===== config.mk =====
export PLATFORM = sky130hd
export DESIGN_NAME = shi_device_end_flat
export DESIGN_NICKNAME = d
export VERILOG_FILES = /design/src/verilog/shi_pkg.sv /design/src/verilog/shi_link_if.sv /design/src/verilog/shi_device_end.sv /design/src/flat_wrapper.sv
export SDC_FILE = /design/constraint.sdc
export NUM_CORES = 1
export LEC_CHECK = 0
export BUFFER_PORTS_ARGS = -buffer_cell sky130_fd_sc_hd__buf_4
export CAP_MARGIN = 10
export CORE_MARGIN = 2
export CORE_UTILIZATION = 50
export DETAILED_ROUTE_END_ITERATION = 10
export PLACE_DENSITY = 0.79
export SYNTH_ARGS = -nofsm -noshare
export SYNTH_HDL_FRONTEND = slang
export SYNTH_SLANG_ARGS = --single-unit

===== constraint.sdc =====
create_clock -name clk_sys -period 3.8 [get_ports clk_sys]
set_input_delay 0.57 -clock clk_sys [delete_from_list [all_inputs] [get_ports clk_sys]]
set_output_delay 0.57 -clock clk_sys [all_outputs]
set_load 0.02 [all_outputs]

===== src/verilog/shi_pkg.sv =====
`default_nettype none
package shi_pkg;
  // number of serial channels, index 0 is channel A, index 1 is channel B
  localparam int unsigned NCH = 2;
  // device register indices on the link (writes / reads)
  localparam logic [3:0] A_CMD  = 4'h0; // write: command, read: main_status_reg
  localparam logic [3:0] A_ITM  = 4'h1; // write: int_transfer_mode_reg, read: special_rx_status_reg
  localparam logic [3:0] A_BVEC = 4'h2; // write: base_vector_reg, read: vector_readback_reg
  localparam logic [3:0] A_RXP  = 4'h3; // rx_param_reg
  localparam logic [3:0] A_CPS  = 4'h4; // clock_parity_stop_reg
  localparam logic [3:0] A_TXP  = 4'h5; // tx_param_reg
  localparam logic [3:0] A_DATA = 4'h8; // rx buffer read, tx buffer write
  // int_transfer_mode_reg fields
  localparam int unsigned ITM_EXT_IE = 0;
  localparam int unsigned ITM_TX_IE  = 1;
  localparam int unsigned ITM_SAV    = 2;
  localparam int unsigned ITM_RXM    = 3; // two bits, 4:3
  localparam int unsigned ITM_WR_RX  = 5; // handshake follows receiver
  localparam int unsigned ITM_WR_FN  = 6; // 0 wait, 1 ready
  localparam int unsigned ITM_WR_EN  = 7;
  // receive interrupt modes
  localparam logic [1:0] RXM_OFF    = 2'h0;
  localparam logic [1:0] RXM_FIRST  = 2'h1;
  localparam logic [1:0] RXM_ALL_PV = 2'h2; // every char, parity modifies vector
  localparam logic [1:0] RXM_ALL    = 2'h3;
  // rx_param_reg / tx_param_reg fields
  localparam int unsigned RXP_EN   = 0;
  localparam int unsigned RXP_AUTO = 5;
  localparam int unsigned TXP_RTS  = 1;
  localparam int unsigned TXP_TXEN = 3;
  localparam int unsigned TXP_DTR  = 7;
  // command field, bits 5:3 of a command write
  localparam int unsigned CMD_LO        = 3;
  localparam logic [2:0]  CMD_RST_EXT   = 3'h2;
  localparam logic [2:0]  CMD_ARM_FIRST = 3'h4;
  localparam logic [2:0]  CMD_RST_TXIP  = 3'h5;
  localparam logic [2:0]  CMD_ERR_RST   = 3'h6;
  // main_status_reg / special_rx_status_reg bits
  localparam int unsigned MS_RXAV = 0;
  localparam int unsigned MS_INTP = 1;
  localparam int unsigned MS_TXE  = 2;
  localparam int unsigned MS_DCD  = 3;
  localparam int unsigned MS_SYNC = 4;
  localparam int unsigned MS_CTS  = 5;
  localparam int unsigned MS_UNDR = 6;
  localparam int unsigned MS_BRK  = 7;
  localparam int unsigned SR_PAR  = 4;
  localparam int unsigned SR_OVR  = 5;
  localparam int unsigned SR_EOF  = 7;
  // vector modification: {channel A, kind} replaces vector bits 3:1
  localparam logic [1:0] VK_TX   = 2'h0;
  localparam logic [1:0] VK_EXT  = 2'h1;
  localparam logic [1:0] VK_RX   = 2'h2;
  localparam logic [1:0] VK_SP   = 2'h3;
  localparam logic [2:0] VC_NONE = 3'h3;
  localparam logic [7:0] RST_REG = 8'h00;
  // host register map on AHB-Lite (byte addresses)
  localparam logic [7:0] H_OP   = 8'h00;
  localparam logic [7:0] H_STAT = 8'h04;
  localparam logic [7:0] H_CTRL = 8'h08;
  localparam int unsigned OP_ADDR = 8;  // four bits, 11:8
  localparam int unsigned OP_CHAN = 12;
  localparam int unsigned OP_WR   = 13;
  localparam int unsigned OP_IACK = 14;
  localparam int unsigned ST_BUSY = 8;
  localparam int unsigned ST_INT  = 9;
  localparam int unsigned ST_WAIT = 10; // two bits, 11:10
  localparam int unsigned ST_ERR  = 12;
  localparam int unsigned CT_POLL = 0;
  localparam int unsigned CT_CTSG = 1;
  // host sequencer states
  typedef enum logic [1:0] {
    SHI_IDLE = 2'b01,
    SHI_BUSY = 2'b10
  } shi_hstate_t;
endpackage
`default_nettype wire

===== src/verilog/shi_link_if.sv =====
`timescale 1ns/1ns
`default_nettype none
// parallel bus between the controlling host and the serial controller
interface shi_link_if;
  logic            req;        // access held until ack
  logic            we;         // write when high
  logic            chan;       // 0 channel A, 1 channel B
  logic [3:0]      addr;       // register index
  logic [7:0]      wdata;      // write data
  logic            intack;     // interrupt acknowledge access
  logic            ack;        // one-cycle end of access
  logic [7:0]      rdata;      // read data or vector, valid with ack
  logic            int_req;    // level, any pending interrupt
  logic [1:0]      wait_rdy_n; // per channel handshake, active low
  modport dev  (input req, we, chan, addr, wdata, intack,
                output ack, rdata, int_req, wait_rdy_n);
  modport host (output req, we, chan, addr, wdata, intack,
                input ack, rdata, int_req, wait_rdy_n);
endinterface
`default_nettype wire


===== src/verilog/shi_device_end.sv =====
`timescale 1ns/1ns
`default_nettype none
module shi_device_end (
  input  wire logic            clk_sys,
  input  wire logic            rst,
  shi_link_if.dev              lnk,
  input  wire logic [1:0]      rx_valid,
  input  wire logic [1:0][7:0] rx_char,
  input  wire logic [1:0]      rx_par_err,
  input  wire logic [1:0]      rx_eof,
  input  wire logic [1:0]      tx_take,
  input  wire logic [1:0]      tx_underrun,
  input  wire logic [1:0]      brk_det,
  input  wire logic [1:0]      cts_n,
  input  wire logic [1:0]      dcd_n,
  input  wire logic [1:0]      sync_n,
  output logic      [1:0]      tx_valid,
  output logic      [1:0][7:0] tx_char,
  output logic      [1:0]      rts_n,
  output logic      [1:0]      dtr_n,
  output logic      [1:0]      rx_enable,
  output logic      [1:0][7:0] line_format
);
  // per channel configuration, channel B alone owns the vector
  logic [1:0][7:0] itm;
  logic [1:0][7:0] rxp;
  logic [1:0][7:0] cps;
  logic [1:0][7:0] txp;
  logic [7:0]      bvec;
  // per channel data and flags
  logic [1:0][7:0] rx_buf;
  logic [1:0]      rx_avail, err_par, err_ovr, err_eof, armed;
  logic [1:0]      tx_empty, tx_ip, ext_ip, rx_ip, sp_ip;
  logic [1:0]      cts_q, dcd_q, sync_q, brk_q, undr_lat;
  // link answer flops
  logic            ack_q;
  logic [7:0]      rdata_q;
  // access decode
  logic            acc, hold;
  logic [1:0]      can, dat_acc, rd_dat, wr_dat, wr_cmd, wr_cfg;
  logic [2:0]      cmd;
  logic [1:0]      ovr_ev, spc_ev, rxc_ev, ext_ev;
  logic [2:0]      vcode;
  logic [7:0]      vector;

  assign cmd = lnk.wdata[shi_pkg::CMD_LO+:3];

  // per channel strobes and events
  always_comb begin
    hold = 1'b0;
    for (int c = 0; c < shi_pkg::NCH; c++) begin
      logic [1:0] rxm;
      rxm = itm[c][shi_pkg::ITM_RXM+:2];
      can[c] = itm[c][shi_pkg::ITM_WR_RX] ? rx_avail[c] : tx_empty[c];
      dat_acc[c] = lnk.req && !lnk.intack && (lnk.chan == c[0])
                   && (lnk.addr == shi_pkg::A_DATA);
      if (dat_acc[c] && itm[c][shi_pkg::ITM_WR_EN] && !itm[c][shi_pkg::ITM_WR_FN]
          && !can[c]) begin
        hold = 1'b1;
      end
      rd_dat[c] = 1'b0;
      wr_dat[c] = 1'b0;
      wr_cmd[c] = 1'b0;
      wr_cfg[c] = 1'b0;
      if (lnk.req && !ack_q && !lnk.intack && (lnk.chan == c[0])) begin
        rd_dat[c] = !lnk.we && (lnk.addr == shi_pkg::A_DATA);
        wr_dat[c] = lnk.we && (lnk.addr == shi_pkg::A_DATA);
        wr_cmd[c] = lnk.we && (lnk.addr == shi_pkg::A_CMD);
        wr_cfg[c] = lnk.we;
      end
      // a new char landing on an unread one is an overrun
      ovr_ev[c] = rx_valid[c] && rx_avail[c] && !rd_dat[c];
      // specials need first or every mode
      // parity is no special in first mode
      spc_ev[c] = rx_valid[c]
                  && (ovr_ev[c] || rx_eof[c]
                      || (rx_par_err[c] && rxm == shi_pkg::RXM_ALL_PV))
                  && ((rxm == shi_pkg::RXM_ALL) || (rxm == shi_pkg::RXM_ALL_PV)
                      || ((rxm == shi_pkg::RXM_FIRST) && !armed[c]));
      rxc_ev[c] = rx_valid[c] && !spc_ev[c]
                  && ((rxm == shi_pkg::RXM_ALL) || (rxm == shi_pkg::RXM_ALL_PV)
                      || ((rxm == shi_pkg::RXM_FIRST) && armed[c]));
      ext_ev[c] = itm[c][shi_pkg::ITM_EXT_IE]
                  && ((cts_n[c] ^ cts_q[c]) || (dcd_n[c] ^ dcd_q[c])
                      || (sync_n[c] ^ sync_q[c]) || (brk_det[c] ^ brk_q[c])
                      || (tx_underrun[c] && !undr_lat[c]));
    end
  end

  // waits hold the access open; the strobes above ignore hold, their register updates gate on acc except the overrun check on rd_dat
  assign acc = lnk.req && !ack_q && !hold;

  // fixed priority scan
  // lowest first so a higher source overwrites the code
  always_comb begin
    vcode = shi_pkg::VC_NONE;
    for (int c = shi_pkg::NCH - 1; c >= 0; c--) begin
      if (ext_ip[c]) vcode = {c == 0, shi_pkg::VK_EXT};
      if (tx_ip[c]) vcode = {c == 0, shi_pkg::VK_TX};
      if (rx_ip[c]) vcode = {c == 0, shi_pkg::VK_RX};
      if (sp_ip[c]) vcode = {c == 0, shi_pkg::VK_SP};
    end
  end

  // status affects vector in channel B
  assign vector = itm[1][shi_pkg::ITM_SAV] ? {bvec[7:4], vcode, bvec[0]} : bvec;

  assign lnk.int_req = |{sp_ip, rx_ip, tx_ip, ext_ip};
  assign lnk.ack = ack_q;
  assign lnk.rdata = rdata_q;

  // handshake pins and serial side outputs
  always_comb begin
    for (int c = 0; c < shi_pkg::NCH; c++) begin
      // wait or ready by mode bits
      lnk.wait_rdy_n[c] = !(itm[c][shi_pkg::ITM_WR_EN]
                            && (itm[c][shi_pkg::ITM_WR_FN] ? can[c]
                                : (dat_acc[c] && !can[c])));
      tx_valid[c] = !tx_empty[c] && txp[c][shi_pkg::TXP_TXEN]
                    && (!rxp[c][shi_pkg::RXP_AUTO] || !cts_n[c]);
      rts_n[c] = !txp[c][shi_pkg::TXP_RTS];
      dtr_n[c] = !txp[c][shi_pkg::TXP_DTR];
      rx_enable[c] = rxp[c][shi_pkg::RXP_EN];
      line_format[c] = cps[c];
    end
  end

  // configuration writes, order is the host's duty
  always_ff @(posedge clk_sys or posedge rst) begin
    if (rst) begin
      itm <= '0;
      rxp <= '0;
      cps <= '0;
      txp <= '0;
      bvec <= shi_pkg::RST_REG;
    end else if (acc) begin
      for (int c = 0; c < shi_pkg::NCH; c++) begin
        if (wr_cfg[c]) begin
          case (lnk.addr)
            shi_pkg::A_ITM: itm[c] <= lnk.wdata;
            shi_pkg::A_RXP: rxp[c] <= lnk.wdata;
            shi_pkg::A_CPS: cps[c] <= lnk.wdata;
            shi_pkg::A_TXP: txp[c] <= lnk.wdata;
            shi_pkg::A_BVEC: begin
              // the vector lives in channel B only
              if (c == 1) bvec <= lnk.wdata;
            end
            default: ;
          endcase
        end
      end
    end
  end

  // receive side, each channel on its own
  always_ff @(posedge clk_sys or posedge rst) begin
    if (rst) begin
      rx_buf <= '0;
      rx_avail <= '0;
      err_par <= '0;
      err_ovr <= '0;
      err_eof <= '0;
      armed <= '1;
      rx_ip <= '0;
      sp_ip <= '0;
    end else begin
      for (int c = 0; c < shi_pkg::NCH; c++) begin
        // clears first, so a same-cycle event below wins
        if (rd_dat[c] && acc) begin
          rx_avail[c] <= 1'b0;
          rx_ip[c] <= 1'b0;
        end
        if (wr_cmd[c] && acc && cmd == shi_pkg::CMD_ERR_RST) begin
          err_par[c] <= 1'b0;
          err_ovr[c] <= 1'b0;
          err_eof[c] <= 1'b0;
          sp_ip[c] <= 1'b0;
        end
        if (wr_cmd[c] && acc && cmd == shi_pkg::CMD_ARM_FIRST) armed[c] <= 1'b1;
        if (rx_valid[c]) begin
          rx_buf[c] <= rx_char[c];
          rx_avail[c] <= 1'b1;
          if (rx_par_err[c]) err_par[c] <= 1'b1;
          if (ovr_ev[c]) err_ovr[c] <= 1'b1;
          if (rx_eof[c]) err_eof[c] <= 1'b1;
          if (itm[c][shi_pkg::ITM_RXM+:2] == shi_pkg::RXM_FIRST) armed[c] <= 1'b0;
        end
        if (rxc_ev[c]) rx_ip[c] <= 1'b1;
        if (spc_ev[c]) sp_ip[c] <= 1'b1;
      end
    end
  end

  // transmit side: buffer empty flag and its interrupt
  always_ff @(posedge clk_sys or posedge rst) begin
    if (rst) begin
      tx_empty <= '1;
      tx_ip <= '0;
      tx_char <= '0;
    end else begin
      for (int c = 0; c < shi_pkg::NCH; c++) begin
        if (wr_dat[c] && acc) begin
          tx_char[c] <= lnk.wdata;
          tx_empty[c] <= 1'b0;
          tx_ip[c] <= 1'b0;
        end else if (tx_take[c] && tx_valid[c]) begin
          tx_empty[c] <= 1'b1;
          if (itm[c][shi_pkg::ITM_TX_IE]) tx_ip[c] <= 1'b1;
        end
        if (wr_cmd[c] && acc && cmd == shi_pkg::CMD_RST_TXIP
            && !(tx_take[c] && tx_valid[c])) begin
          tx_ip[c] <= 1'b0;
        end
      end
    end
  end

  // external status: pin snapshots, break level, underrun latch
  always_ff @(posedge clk_sys or posedge rst) begin
    if (rst) begin
      cts_q <= '1;
      dcd_q <= '1;
      sync_q <= '1;
      brk_q <= '0;
      undr_lat <= '0;
      ext_ip <= '0;
    end else begin
      cts_q <= cts_n;
      dcd_q <= dcd_n;
      sync_q <= sync_n;
      brk_q <= brk_det;
      for (int c = 0; c < shi_pkg::NCH; c++) begin
        if (wr_cmd[c] && acc && cmd == shi_pkg::CMD_RST_EXT) begin
          ext_ip[c] <= 1'b0;
          undr_lat[c] <= 1'b0;
        end
        if (tx_underrun[c]) undr_lat[c] <= 1'b1;
        if (ext_ev[c]) ext_ip[c] <= 1'b1;
      end
    end
  end

  // link answer, one cycle after the access is taken
  always_ff @(posedge clk_sys or posedge rst) begin
    if (rst) begin
      ack_q <= 1'b0;
      rdata_q <= '0;
    end else begin
      ack_q <= acc;
      if (acc && lnk.intack) begin
        rdata_q <= vector;
      end else if (acc && !lnk.we) begin
        case (lnk.addr)
          // rx at bit 0, tx at bit 2
          shi_pkg::A_CMD: rdata_q <= {brk_q[lnk.chan], undr_lat[lnk.chan], !cts_n[lnk.chan],
                             !sync_n[lnk.chan], !dcd_n[lnk.chan], tx_empty[lnk.chan],
                             !lnk.chan && lnk.int_req,
                             rx_avail[lnk.chan] || err_par[lnk.chan]
                             || err_ovr[lnk.chan] || err_eof[lnk.chan]};
          shi_pkg::A_ITM: rdata_q <= {err_eof[lnk.chan], 1'b0, err_ovr[lnk.chan],
                             err_par[lnk.chan], 4'h0};
          shi_pkg::A_BVEC: rdata_q <= vector;
          shi_pkg::A_DATA: rdata_q <= rx_buf[lnk.chan];
          default: rdata_q <= '0;
        endcase
      end
    end
  end
endmodule // shi_device_end
`default_nettype wire


===== src/flat_wrapper.sv =====
// flat-port wrapper written by rule: the top's interface ports become plain ports
module shi_device_end_flat 
  (clk_sys, rst, rx_valid, rx_char, rx_par_err, rx_eof, tx_take, tx_underrun, brk_det, cts_n, dcd_n, sync_n, tx_valid, tx_char, rts_n, dtr_n, rx_enable, line_format, lnk_req, lnk_we, lnk_chan, lnk_addr, lnk_wdata, lnk_intack, lnk_ack, lnk_rdata, lnk_int_req, lnk_wait_rdy_n);
  shi_link_if lnk_i ();
  input  wire logic clk_sys;
  input  wire logic rst;
  input  wire logic [1:0] rx_valid;
  input  wire logic [1:0][7:0] rx_char;
  input  wire logic [1:0] rx_par_err;
  input  wire logic [1:0] rx_eof;
  input  wire logic [1:0] tx_take;
  input  wire logic [1:0] tx_underrun;
  input  wire logic [1:0] brk_det;
  input  wire logic [1:0] cts_n;
  input  wire logic [1:0] dcd_n;
  input  wire logic [1:0] sync_n;
  output logic      [1:0] tx_valid;
  output logic      [1:0][7:0] tx_char;
  output logic      [1:0] rts_n;
  output logic      [1:0] dtr_n;
  output logic      [1:0] rx_enable;
  output logic      [1:0][7:0] line_format;
  input wire logic [$bits(lnk_i.req)-1:0] lnk_req;
  input wire logic [$bits(lnk_i.we)-1:0] lnk_we;
  input wire logic [$bits(lnk_i.chan)-1:0] lnk_chan;
  input wire logic [$bits(lnk_i.addr)-1:0] lnk_addr;
  input wire logic [$bits(lnk_i.wdata)-1:0] lnk_wdata;
  input wire logic [$bits(lnk_i.intack)-1:0] lnk_intack;
  output wire logic [$bits(lnk_i.ack)-1:0] lnk_ack;
  output wire logic [$bits(lnk_i.rdata)-1:0] lnk_rdata;
  output wire logic [$bits(lnk_i.int_req)-1:0] lnk_int_req;
  output wire logic [$bits(lnk_i.wait_rdy_n)-1:0] lnk_wait_rdy_n;
  assign lnk_i.req = lnk_req;
  assign lnk_i.we = lnk_we;
  assign lnk_i.chan = lnk_chan;
  assign lnk_i.addr = lnk_addr;
  assign lnk_i.wdata = lnk_wdata;
  assign lnk_i.intack = lnk_intack;
  assign lnk_ack = lnk_i.ack;
  assign lnk_rdata = lnk_i.rdata;
  assign lnk_int_req = lnk_i.int_req;
  assign lnk_wait_rdy_n = lnk_i.wait_rdy_n;
  shi_device_end u_core (.clk_sys(clk_sys), .rst(rst), .lnk(lnk_i), .rx_valid(rx_valid), .rx_char(rx_char), .rx_par_err(rx_par_err), .rx_eof(rx_eof), .tx_take(tx_take), .tx_underrun(tx_underrun), .brk_det(brk_det), .cts_n(cts_n), .dcd_n(dcd_n), .sync_n(sync_n), .tx_valid(tx_valid), .tx_char(tx_char), .rts_n(rts_n), .dtr_n(dtr_n), .rx_enable(rx_enable), .line_format(line_format));
endmodule

# Word level (Yosys, flattened, before mapping)
# Index checks and enable logic that the tools add are counted.
word_totals:
  register_bits: 139
  wordCells: 320
  out_inout_bits: 52
  input_bits: 52
classes:
  bitwise_logic: 9
  n_lt_le_gt_ge: 1
  mux: 100
  n_reduce_logical: 157
  n_eq_ne: 16
ops:
  columns: ["cell", "count"]
  rows:
  - ["$mux 1", 86]
  - ["$logic_and 1x1->1", 70]
  - ["$logic_not 1->1", 34]
  - ["$mux 8", 4]
  - ["$pmux 8 s4", 1]
  - ["$reduce_and 3->1", 9]
  - ["$reduce_bool 2->1", 13]
  - ["$logic_or 1x1->1", 23]
  - ["$mux 3", 4]
  - ["$reduce_bool 3->1", 4]
  - ["$eq 3x3->1 const B", 3]
  - ["$eq 2x2->1 const B", 4]
  - ["$eq 4x2->1 const B", 2]
  - ["$eq 4x3->1 const B", 2]
  - ["$mux 2", 4]
  - ["$reduce_or 8->1", 1]
  - ["$xor 1x1->1", 8]
  - ["$eq 2x1->1 const B", 2]
  - ["$eq 4x1->1 const B", 1]
  - ["$eq 4x4->1 const B", 1]
  - ["$logic_not 4->1", 1]
  - ["$mux 4", 1]
  - ["$reduce_and 2->1", 2]
  - ["$eq 3x2->1 const B", 1]
  - ["other kinds (2)", 2]

# Logic depth before layout (Yosys ltp)
# Gate-level depths: netlist (run 1).
logic_depth:
  word_depth: 16
  mapped_depth: 8
  mapped_depth_nobuf: 5

# Worst setup path after synthesis (run 1)
# Ideal clock, no wire load.
synth_timing:
  path_kind: "in2out"
  from: "in lnk_addr[0]"
  to: "out lnk_wait_rdy_n[0]"
  path_stages: 5
  path_slack_ns: 1.233
  t_arrival_ns: 1.997
  t_required_ns: 3.230
  n_path_buf: 1
  path_cell_list: "buf_4 -> or4b_4 -> nor3b_4 -> nor4b_1 -> o21ai_0"
synth_between:
  elab_chain_cells: 6
synth_rtl:
  columns: ["element", "line", "rtl"]
  rows:
  - ["start, declared", "flat_wrapper.sv:26", "input wire logic [$bits(lnk_i.addr)-1:0] lnk_addr;"]
  - ["$eq 4x4->1", "shi_device_end.sv:56", "&& (lnk.addr == shi_pkg::A_DATA);"]
  - ["$logic_and 1x1->1", "shi_device_end.sv:56", null]
  - ["$logic_and 1x1->1", "shi_device_end.sv:118", ": (dat_acc[c] && !can[c])));"]
  - ["$mux 1", "shi_device_end.sv:117", "&& (itm[c][shi_pkg::ITM_WR_FN] ? can[c]"]
  - ["$logic_and 1x1->1", "shi_device_end.sv:117", null]
  - ["$logic_not 1->1", "shi_device_end.sv:116", "lnk.wait_rdy_n[c] = !(itm[c][shi_pkg::ITM_WR_EN]"]
  - ["end, declared", "flat_wrapper.sv:32", "output wire logic [$bits(lnk_i.wait_rdy_n)-1:0] lnk_wait_rdy_n;"]
# Every way passes these cells.

# Worst setup path in the final report (run 1)
layout_timing:
  from: "in lnk_addr[3]"
  to: "out lnk_wait_rdy_n[0]"
# The elaborated chain is that of the path after synthesis.

==> results.cfg, run 1 <==
[run_status]
status = finished, final reports clean

[sta]
hold_viol = 0
finalClockSkew_ns = 0.00606
max_slew.worst_pin.slew_ns = 0.930
slew_headroom_pct = 37.8
setup_tns_ns = 0
final-setup-viol-count = 0
rsz0062_at_grt = no
period_share_pct = 72.8
fmax_ghz = 0.362
period_minus_slack_ns = 2.77
slew_viol_final = 0

[power]
pwr-share-seq_pct = 43.2
ir_drop_mv = 0.251
p_int_w = 0.00257
power_frac_comb_pct = 12.9
p_sw_w = 0.000879
powerDensity_mw_per_mm2 = 493
p_leak_nw = 3.27
swShare_pct = 25.5
clockPowerShare_pct = 43.9

[place]
dp_hpwl_microns = 10200
portBuffers = 103
gp_congestion = 0.957
placed_cells = 675

[final_layout]
final_common_cell = dfrtp_1
diodes = 0
fin_nets = 606
fin_cells = 707
layout_common_cells = dfrtp_1 (110), buf_4 (106), mux2_2 (87), nand2_1 (23), a21oi_1 (19)
drive_gt1_share_pct = 45.0
synthToLayoutAreaGrowth_pct = 25.5

[routing]
first_pass_iters = 7
vias_per_cell = 5.96
drtIter0Drc = 401
drt.antenna.violating_nets = 0
wl_microns = 14500
drc_errors = 0
routedWlPerCell_microns = 20.6
vias = 4213

[setup_path]
crit_fanout = 18
path_class = in -> out
r2r-start = u_core.tx_empty[0]$_DFFE_PP1P_
ff2ff_path_depth = 5
rr_endpoint = u_core.tx_char[5]$_DFFE_PP0P_
critPathLaunchType = input pin
crit_path_end_kind = output port
reg2reg_setup_slack_ns = 1.18
cp.arrival_ns = 2.20
startpoint = lnk_addr[3]
required_ns = 3.23

[die]
row_count = 38
initial_core_util_pct = 51.4
die_y_microns = 110
die-area_sq_mm = 0.0120
io_pins = 104
core_sq_mm = 0.0108
die_x_microns = 110

[clocking]
clk_path_buf_depth = 2
ctsHtreeMaxLevel = 4
tritoncts.num_buffers = 17
clkSinkCount = 120
clk_latency_ns = 0.52
holdBufCountCts = 0
root_buffer = clkbuf_8
cts_tree = yes
cts_resized = 0
cts.clk_slew.worst_paths_ns = 0.05
post_cts_buffers = 0

[yosys]
netlist_area_sq_mm = 0.00558
ys_seq_area_share_pct = 54.1
synth_seq_cells = 120
synthesis.nets = 504
netlist_instances = 452
synth_area_leaders = dfrtp_1 (49%), mux2_2 (18%), dfstp_2 (4.7%), a21oi_1 (1.7%), nand2_1 (1.5%)
yosysWarnings = 0
synthFlopType = dfrtp_1
synth-edff-count = 0
synth_area_per_cell_sq_um = 12.3
yosysTopAreaCellShare_pct = 49.4
synth.distinct_cells = 58
async_flop_share_pct = 100
yosys.area.top_type = dfrtp_1

[global_route]
grt_antenna_before_repair = 0
grt_max_degree = 78
grt_pass1_wl_microns = 22600
gr-total-overflow = 0
grt_usage_pct = 25.2
grt_pass1_vias = 4180

[worst_hold_path]
whs_endpoint = u_core.brk_q[0]$_DFF_PP0_
hp-start = brk_det[0]
worst_hold_path.num_cells = 1
hold_class = in -> reg

[job]
drv_cap = 0
## through the flow
stage / hold WS, ns / setup slack, ns / power [W] / util, % / instance area (sq um)
floorplan: 0.440 / 0.0607 / 0.00175 / - / 5580
global placement: 0.458 / 1.01 / 0.00193 / 59.3 / 6430
detailed placement: 0.474 / 0.957 / 0.00195 / 59.3 / 6430
CTS: 0.160 / 1.03 / 0.00345 / 64.6 / 7000
global route: 0.154 / 0.969 / 0.00357 / 64.6 / 7000
finish: 0.172 / 1.03 / 0.00345 / 64.6 / 7000
## critical path: stages
cell and delay (ns):
buf_4 0.20, or4b_4 0.55, nor3b_4 0.33, nor4b_1 0.25
o21ai_0 0.12, buf_4 0.17
## layer usage
| layer | wire length (microns) | track usage, % | share of wire [%] |
|---|---|---|---|
| met1 | 5730 | 33.0 | 39 |
| met2 | 7230 | 40.0 | 50 |
| met5 | 0 | 0 | 0 |
| met3 | 1160 | 6.82 | 8.0 |
| met4 | 428 | 10.1 | 2.9 |
## flip-flops by register name, indices dropped and copies added, names as in the netlist, 6 cells and up
register / count
u_core.txp: 6
u_core.bvec: 8
u_core.tx_char: 16
u_core.rx_buf: 16
u_core.itm: 15
u_core.lnk.rdata: 8
u_core.line_format: 16
## cells by family (layout without fill, tap and decap cells)
kind of cell	after synthesis	after routing	share of synthesized area (%)
flops	120	120	54.1
simple gates	100	100	11.5
mux	95	95	19.3
compound gates	87	87	10.4
buf+inv	43	158	3.52
xor+xnor	6	6	0.942
fa+ha+maj	1	1	0.180
## worst max path at each step
stage,to,slack [ns],depth (start not counted)
after floorplan,u_core.brk_q[0]$_DFF_PP0_,0.06,1
after global placement,u_core.tx_char[3]$_DFFE_PP0P_,1.01,6
after detailed placement,u_core.tx_char[1]$_DFFE_PP0P_,0.96,6
after CTS,lnk_wait_rdy_n[0],1.03,6
after global routing,lnk_wait_rdy_n[0],0.97,6
final,lnk_wait_rdy_n[0],1.03,6
## synthesized netlist by cell type, drive strengths merged, types with 9 or more instances
library cell and instances:
a21oi 19, nor2 14, nand2 23, dfrtp 110
dfstp 10, o21ai 18, nand3 14, a31oi 11
buf 13, inv 19, clkbuf 10, mux2 88
nor4b 9
## power groups by stage
| stage | Combinational [W] | Sequential [W] | Clock, W |
|---|---|---|---|
| after global placement | 0.000428 | 0.00150 | 0 |
| after detailed placement | 0.000443 | 0.00151 | 0 |
| after CTS | 0.000446 | 0.00149 | 0.00152 |
| after global routing | 0.000480 | 0.00150 | 0.00159 |
| final | 0.000445 | 0.00149 | 0.00151 |
| after floorplan | 0.000230 | 0.00152 | 0 |
## cell type report
| type | instances | area (sq um) |
|---|---|---|
| multi-input cells | 289 | 2360 |
| clock inverters | 7 | 65.1 |
| repair buffers | 106 | 796 |
| inverters | 20 | 77.6 |
| clock buffers | 25 | 504 |
| flip-flops and latches | 120 | 3020 |
| well taps | 140 | 175 |
| fillers | 822 | 3840 |
Power figures use the tool's default switching activity.
==> run 2, diff against run 1 <==
clock period = 2.4 ns   (was 3.8 ns; I/O delays follow)
==> run 2 against run 1 <==
  * Sequential power is 58% higher
  * Clock skew is 0.0018 ns higher
  * Flip-flop and latch count stayed put
  * Core utilization is 2.7 points higher
  * Setup slack worse by 1.0 ns
  * Critical path type is now reg -> reg
  * Worst hold slack worse by 0.14 ns
  * Via count is 2.4% higher
  * Final cell count is 4.8% higher
  * Total power is 59% higher
  * Non-clock buffer count is 34 higher
  * Register-to-register slack worse by 1.2 ns
  * First-iteration DRC count is 29% lower
  * Largest cell class unchanged
==> results.cfg, run 2 (synthesized netlist as in run 1, its figures left out) <==
[sta]
final-setup-viol-count = 0
fmax_ghz = 0.420
setup_tns_ns = 0
timing.hold.ws_ns = 0.0277
period_minus_slack_ns = 2.38
setup_ws_ns = 0.0214
period_share_pct = 99.1
max_slew.worst_pin.slew_ns = 0.750
hold_viol = 0
slew_headroom_pct = 49.9
rsz0062_at_grt = yes
slew_viol_final = 0
finalClockSkew_ns = 0.00783

[job]
drv_cap = 0

[clocking]
clk_path_buf_depth = 2
tritoncts.num_buffers = 17
cts_tree = yes
root_buffer = clkbuf_8
clk_latency_ns = 0.53
cts.clk_slew.worst_paths_ns = 0.06
ctsHtreeMaxLevel = 4
cts_resized = 0
clkSinkCount = 120

[global_route]
grt_pass1_vias = 4460
grt_usage_pct = 26.7
grt_antenna_before_repair = 0
grt_pass1_wl_microns = 23500
gr-total-overflow = 0
grt_max_degree = 42

[setup_path]
crit_fanout = 15
startpoint = u_core.tx_empty[1]$_DFFE_PP1P_
reg2reg_setup_slack_ns = 0.02
cp_slowest_cell = dfstp_2
required_ns = 2.81
crit_path_end_kind = flop
cp-endpoint = u_core.bvec[7]$_DFFE_PP0P_
crit_top_cell = mux2_2
cp.arrival_ns = 2.79
ff2ff_path_depth = 6
critPathLaunchType = flop
crit_family = multiplexers
critical_path_depth = 6
rr_endpoint = u_core.bvec[7]$_DFFE_PP0P_
worstPathCellList = mux2_2, nor3_1, buf_4, o21ai_4, nand4_2, mux2_2
r2r-start = u_core.tx_empty[1]$_DFFE_PP1P_
path_class = reg -> reg
critPathBufInv = 1
slowest_delay_ns = 0.59

[power]
ir_drop_mv = 0.491
p_sw_w = 0.00150
swShare_pct = 27.2
power_frac_comb_pct = 13.4
p_int_w = 0.00401
powerDensity_mw_per_mm2 = 754
pwr-share-seq_pct = 42.9
clockPowerShare_pct = 43.6
p_leak_nw = 3.43

[worst_hold_path]
hold_class = in -> reg
worst_hold_path.num_cells = 2

[final_layout]
fill_cells = 792
final_common_cell = buf_4
final_util_pct = 67.3
synthToLayoutAreaGrowth_pct = 30.8
drive_gt1_share_pct = 46.9
layout_common_cells = buf_4 (129), dfrtp_1 (110), mux2_2 (87), nand2_1 (23), a21oi_1 (19)
fin_nets = 640
diodes = 0
fin_cells = 741

[routing]
drc_errors = 0
routedWlPerCell_microns = 20.5
vias = 4314
vias_per_cell = 5.82
first_pass_iters = 5
wl_microns = 15200
drtIter0Drc = 283
drt.antenna.violating_nets = 0

[place]
gp_congestion = 0.889
pre_cts_slack_ns = 0.0489
dp_hpwl_microns = 10900
placed_cells = 699
portBuffers = 103

[die]
core_sq_mm = 0.0108
row_count = 38
die_x_microns = 110
die-area_sq_mm = 0.0120
io_pins = 104
die_y_microns = 110
initial_core_util_pct = 51.4

[run_status]
status = finished, final reports clean
## run 2: routing by layer
layer	GRT usage [%]	up-vias	wire length [microns]
met2	44.0	154	7810
met4	11.8	0	418
met1	33.4	2199	6090
li1	-	1925	-
met5	0	-	0
met3	6.64	36	900
## run 2: power groups by stage
| stage | combinational [W] | sequential, W | clock [W] |
|---|---|---|---|
| final | 0.000738 | 0.00236 | 0.00240 |
| after global routing | 0.000801 | 0.00238 | 0.00252 |
| after CTS | 0.000742 | 0.00236 | 0.00242 |
| after detailed placement | 0.000725 | 0.00239 | 0 |
| after global placement | 0.000706 | 0.00238 | 0 |
| after floorplan | 0.000365 | 0.00241 | 0 |
## run 2: worst min-delay path by stage
stage	startpoint	to	slack, ns
finish	tx_underrun[0]	u_core.undr_lat[0]$_DFFE_PP0P_	0.03
global route	tx_underrun[0]	u_core.undr_lat[0]$_DFFE_PP0P_	0.001
CTS	tx_underrun[0]	u_core.undr_lat[0]$_DFFE_PP0P_	0.008
detailed placement	u_core.itm[3]$_DFFE_PP0P_	u_core.armed[0]$_DFF_PP1_	0.48
global placement	u_core.itm[3]$_DFFE_PP0P_	u_core.armed[0]$_DFF_PP1_	0.47
floorplan	cts_n[0]	u_core.cts_q[0]$_DFF_PP1_	0.36
## run 2: area by class of cell
class                      instances  area [sq um]  area share (%)
sequential                       120          3020            41.3
multi-input combinational        289          2360            32.4
timing repair buffer             140          1100            15.1
clock buffer                      19           442            6.05
tap                              140           175            2.40
clock inverter                    13           121            1.66
inverter                          20          78.8            1.08
## run 2: repair_timing
item                                    in CTS  in global routing
setup buffers                                0                  1
hold buffers                                 9                  0
hold endpoints to repair                    38                  0
endpoints found under the setup margin       0                 25
## run 2: through the flow
stage | power (W) | instance area (sq um)
after floorplan | 0.00277 | 5580
after global placement | 0.00309 | 6640
after detailed placement | 0.00312 | 6640
after CTS | 0.00552 | 7290
after global routing | 0.00570 | 7300
final | 0.00550 | 7300
==> run 3, diff against run 2 <==
SETUP_SLACK_MARGIN = 0.5   (was not set)
SLEW_MARGIN = 20   (was not set)
clock period = 2 ns   (was 2.4 ns; I/O delays follow)
==> run 3 against run 2 <==
  * The run now ends with hold timing, setup timing left
  * First-iteration DRC count increased by 77%
  * Flip-flop and latch count stayed put
  * Core utilization grew 10 points
  * Total power increased by 32%
  * Clock power grew 33%
  * Die area unchanged
  * Combinational power rose by 64%
  * Largest cell class unchanged
  * Largest power group unchanged
==> results.cfg, run 3 (synthesized netlist as in run 1, its figures left out) <==
[final_layout]
layout_common_cells = buf_4 (141), dfrtp_1 (109), mux2_2 (50), mux2_4 (38), nand2_1 (20)
drive_gt1_share_pct = 55.8
synthToLayoutAreaGrowth_pct = 50.4
fin_nets = 682
diodes = 0
fill_cells = 605
final_common_cell = buf_4

[sta]
slew_viol_final = 0
finalClockSkew_ns = 0.00728
fmax_ghz = 0.451
rsz0062_at_grt = yes
setup_ws_ns = -0.217
final-setup-viol-count = 72
timing.hold.ws_ns = -0.0000333
slew_headroom_pct = 54.5
period_minus_slack_ns = 2.22
period_share_pct = 111
setup_tns_ns = -4.07
hold_viol = 2
max_slew.worst_pin.slew_ns = 0.681

[die]
initial_core_util_pct = 51.4
core_sq_mm = 0.0108
die-area_sq_mm = 0.0120
io_pins = 104
row_count = 38
die_y_microns = 110
die_x_microns = 110

[routing]
drc_errors = 0
first_pass_iters = 6
drtIter0Drc = 502
routedWlPerCell_microns = 24.2
vias_per_cell = 6.22
wl_microns = 18900
vias = 4872
drt.antenna.violating_nets = 0

[global_route]
gr-total-overflow = 0
grt_antenna_before_repair = 0
grt_usage_pct = 28.3
grt_max_degree = 119
grt_pass1_wl_microns = 25200
grt_pass1_vias = 4612

[worst_hold_path]
hold_class = in -> reg

[clocking]
cts.clk_slew.worst_paths_ns = 0.06
tritoncts.num_buffers = 17
clk_path_buf_depth = 2
root_buffer = clkbuf_8
clkSinkCount = 120
clk_latency_ns = 0.54
ctsHtreeMaxLevel = 4
cts_tree = yes

[setup_path]
crit_fanout = 2
cp.arrival_ns = 1.92
path_class = reg -> out
critPathLaunchType = flop
crit_path_end_kind = output port
required_ns = 1.70

[job]
drv_cap = 0

[run_status]
status = finished, violations left
violations = hold timing, setup timing

[power]
fin_total_pwr_w = 0.00727
p_leak_nw = 3.81
powerDensity_mw_per_mm2 = 867
ir_drop_mv = 0.649

[place]
portBuffers = 103
dp_hpwl_microns = 11000
gp_congestion = 0.897
## run 3: area by class of cell
cell class	instances	area, sq um	share of cell area [%]
Clock buffer	20	435	5.19
Clock inverter	12	174	2.07
Inverter	20	78.8	0.940
Multi-Input combinational cell	292	2990	35.7
Sequential cell	120	3020	36.0
Tap cell	140	175	2.09
Timing Repair Buffer	179	1520	18.1
## run 3: final timing paths
check                                                     end  cells after the start  slack, ns                        from
max                                         lnk_wait_rdy_n[1]                      6      -0.22  u_core.itm[13]$_DFFE_PP0P_
min in group asynchronous           u_core.itm[4]$_DFFE_PP0P_                      3       0.22                         rst
max reg2reg                u_core.line_format[13]$_DFFE_PP0P_                      8      -0.11  u_core.itm[13]$_DFFE_PP0P_
max in group asynchronous        u_core.ext_ip[0]$_DFFE_PP0P_                      4       0.95                         rst
min reg2reg                         u_core.armed[0]$_DFF_PP1_                      1       0.49   u_core.itm[3]$_DFFE_PP0P_
min                              u_core.rx_buf[8]$_DFFE_PP0P_                      2   -0.00003                  rx_char[8]
## run 3: routing by layer
metal / GRT usage, % / vias up / share of wire (%)
li1: - / 2036 / -
met4: 11.0 / 0 / 4.5
met2: 46.5 / 291 / 50
met5: 0 / - / 0
met3: 6.34 / 81 / 6.9
met1: 36.6 / 2464 / 39
## run 3: power by group
part | switching, W | total [W] | internal [W]
logic | 0.000613 | 0.00121 | 0.000601
clock network | 0.00114 | 0.00319 | 0.00205
registers | 0.000214 | 0.00287 | 0.00266
## run 3: repair_timing
action,CTS,global route
endpoints found under the setup margin,101,102
cloned,0,3
pin swaps,16,16
hold buffers,14,0
endpoints found under the hold margin,15,0
buffers inserted,7,12
resized for setup,32,80
## run 3: worst max-delay path, stage by stage (launching register included)
cell	delay [ns]
dfrtp_1	0.41
mux2_4	0.34
buf_6	0.13
nor3_4	0.12
a22o_1	0.18
nand2_2	0.07
buf_6	0.13
## run 3: per-stage QoR
step           instance area (sq um)  util, %  instances  worst slack [ns]
2_1_floorplan                   5720        -        452            -0.117
3_3_place_gp                    6880     63.5        715            -0.202
4_1_cts                         7850     72.4        768            -0.169
3_5_place_dp                    6880     63.5        715            -0.282
6_report                        8390     77.4        783            -0.217
5_1_grt                         8390     77.4        783            -0.243
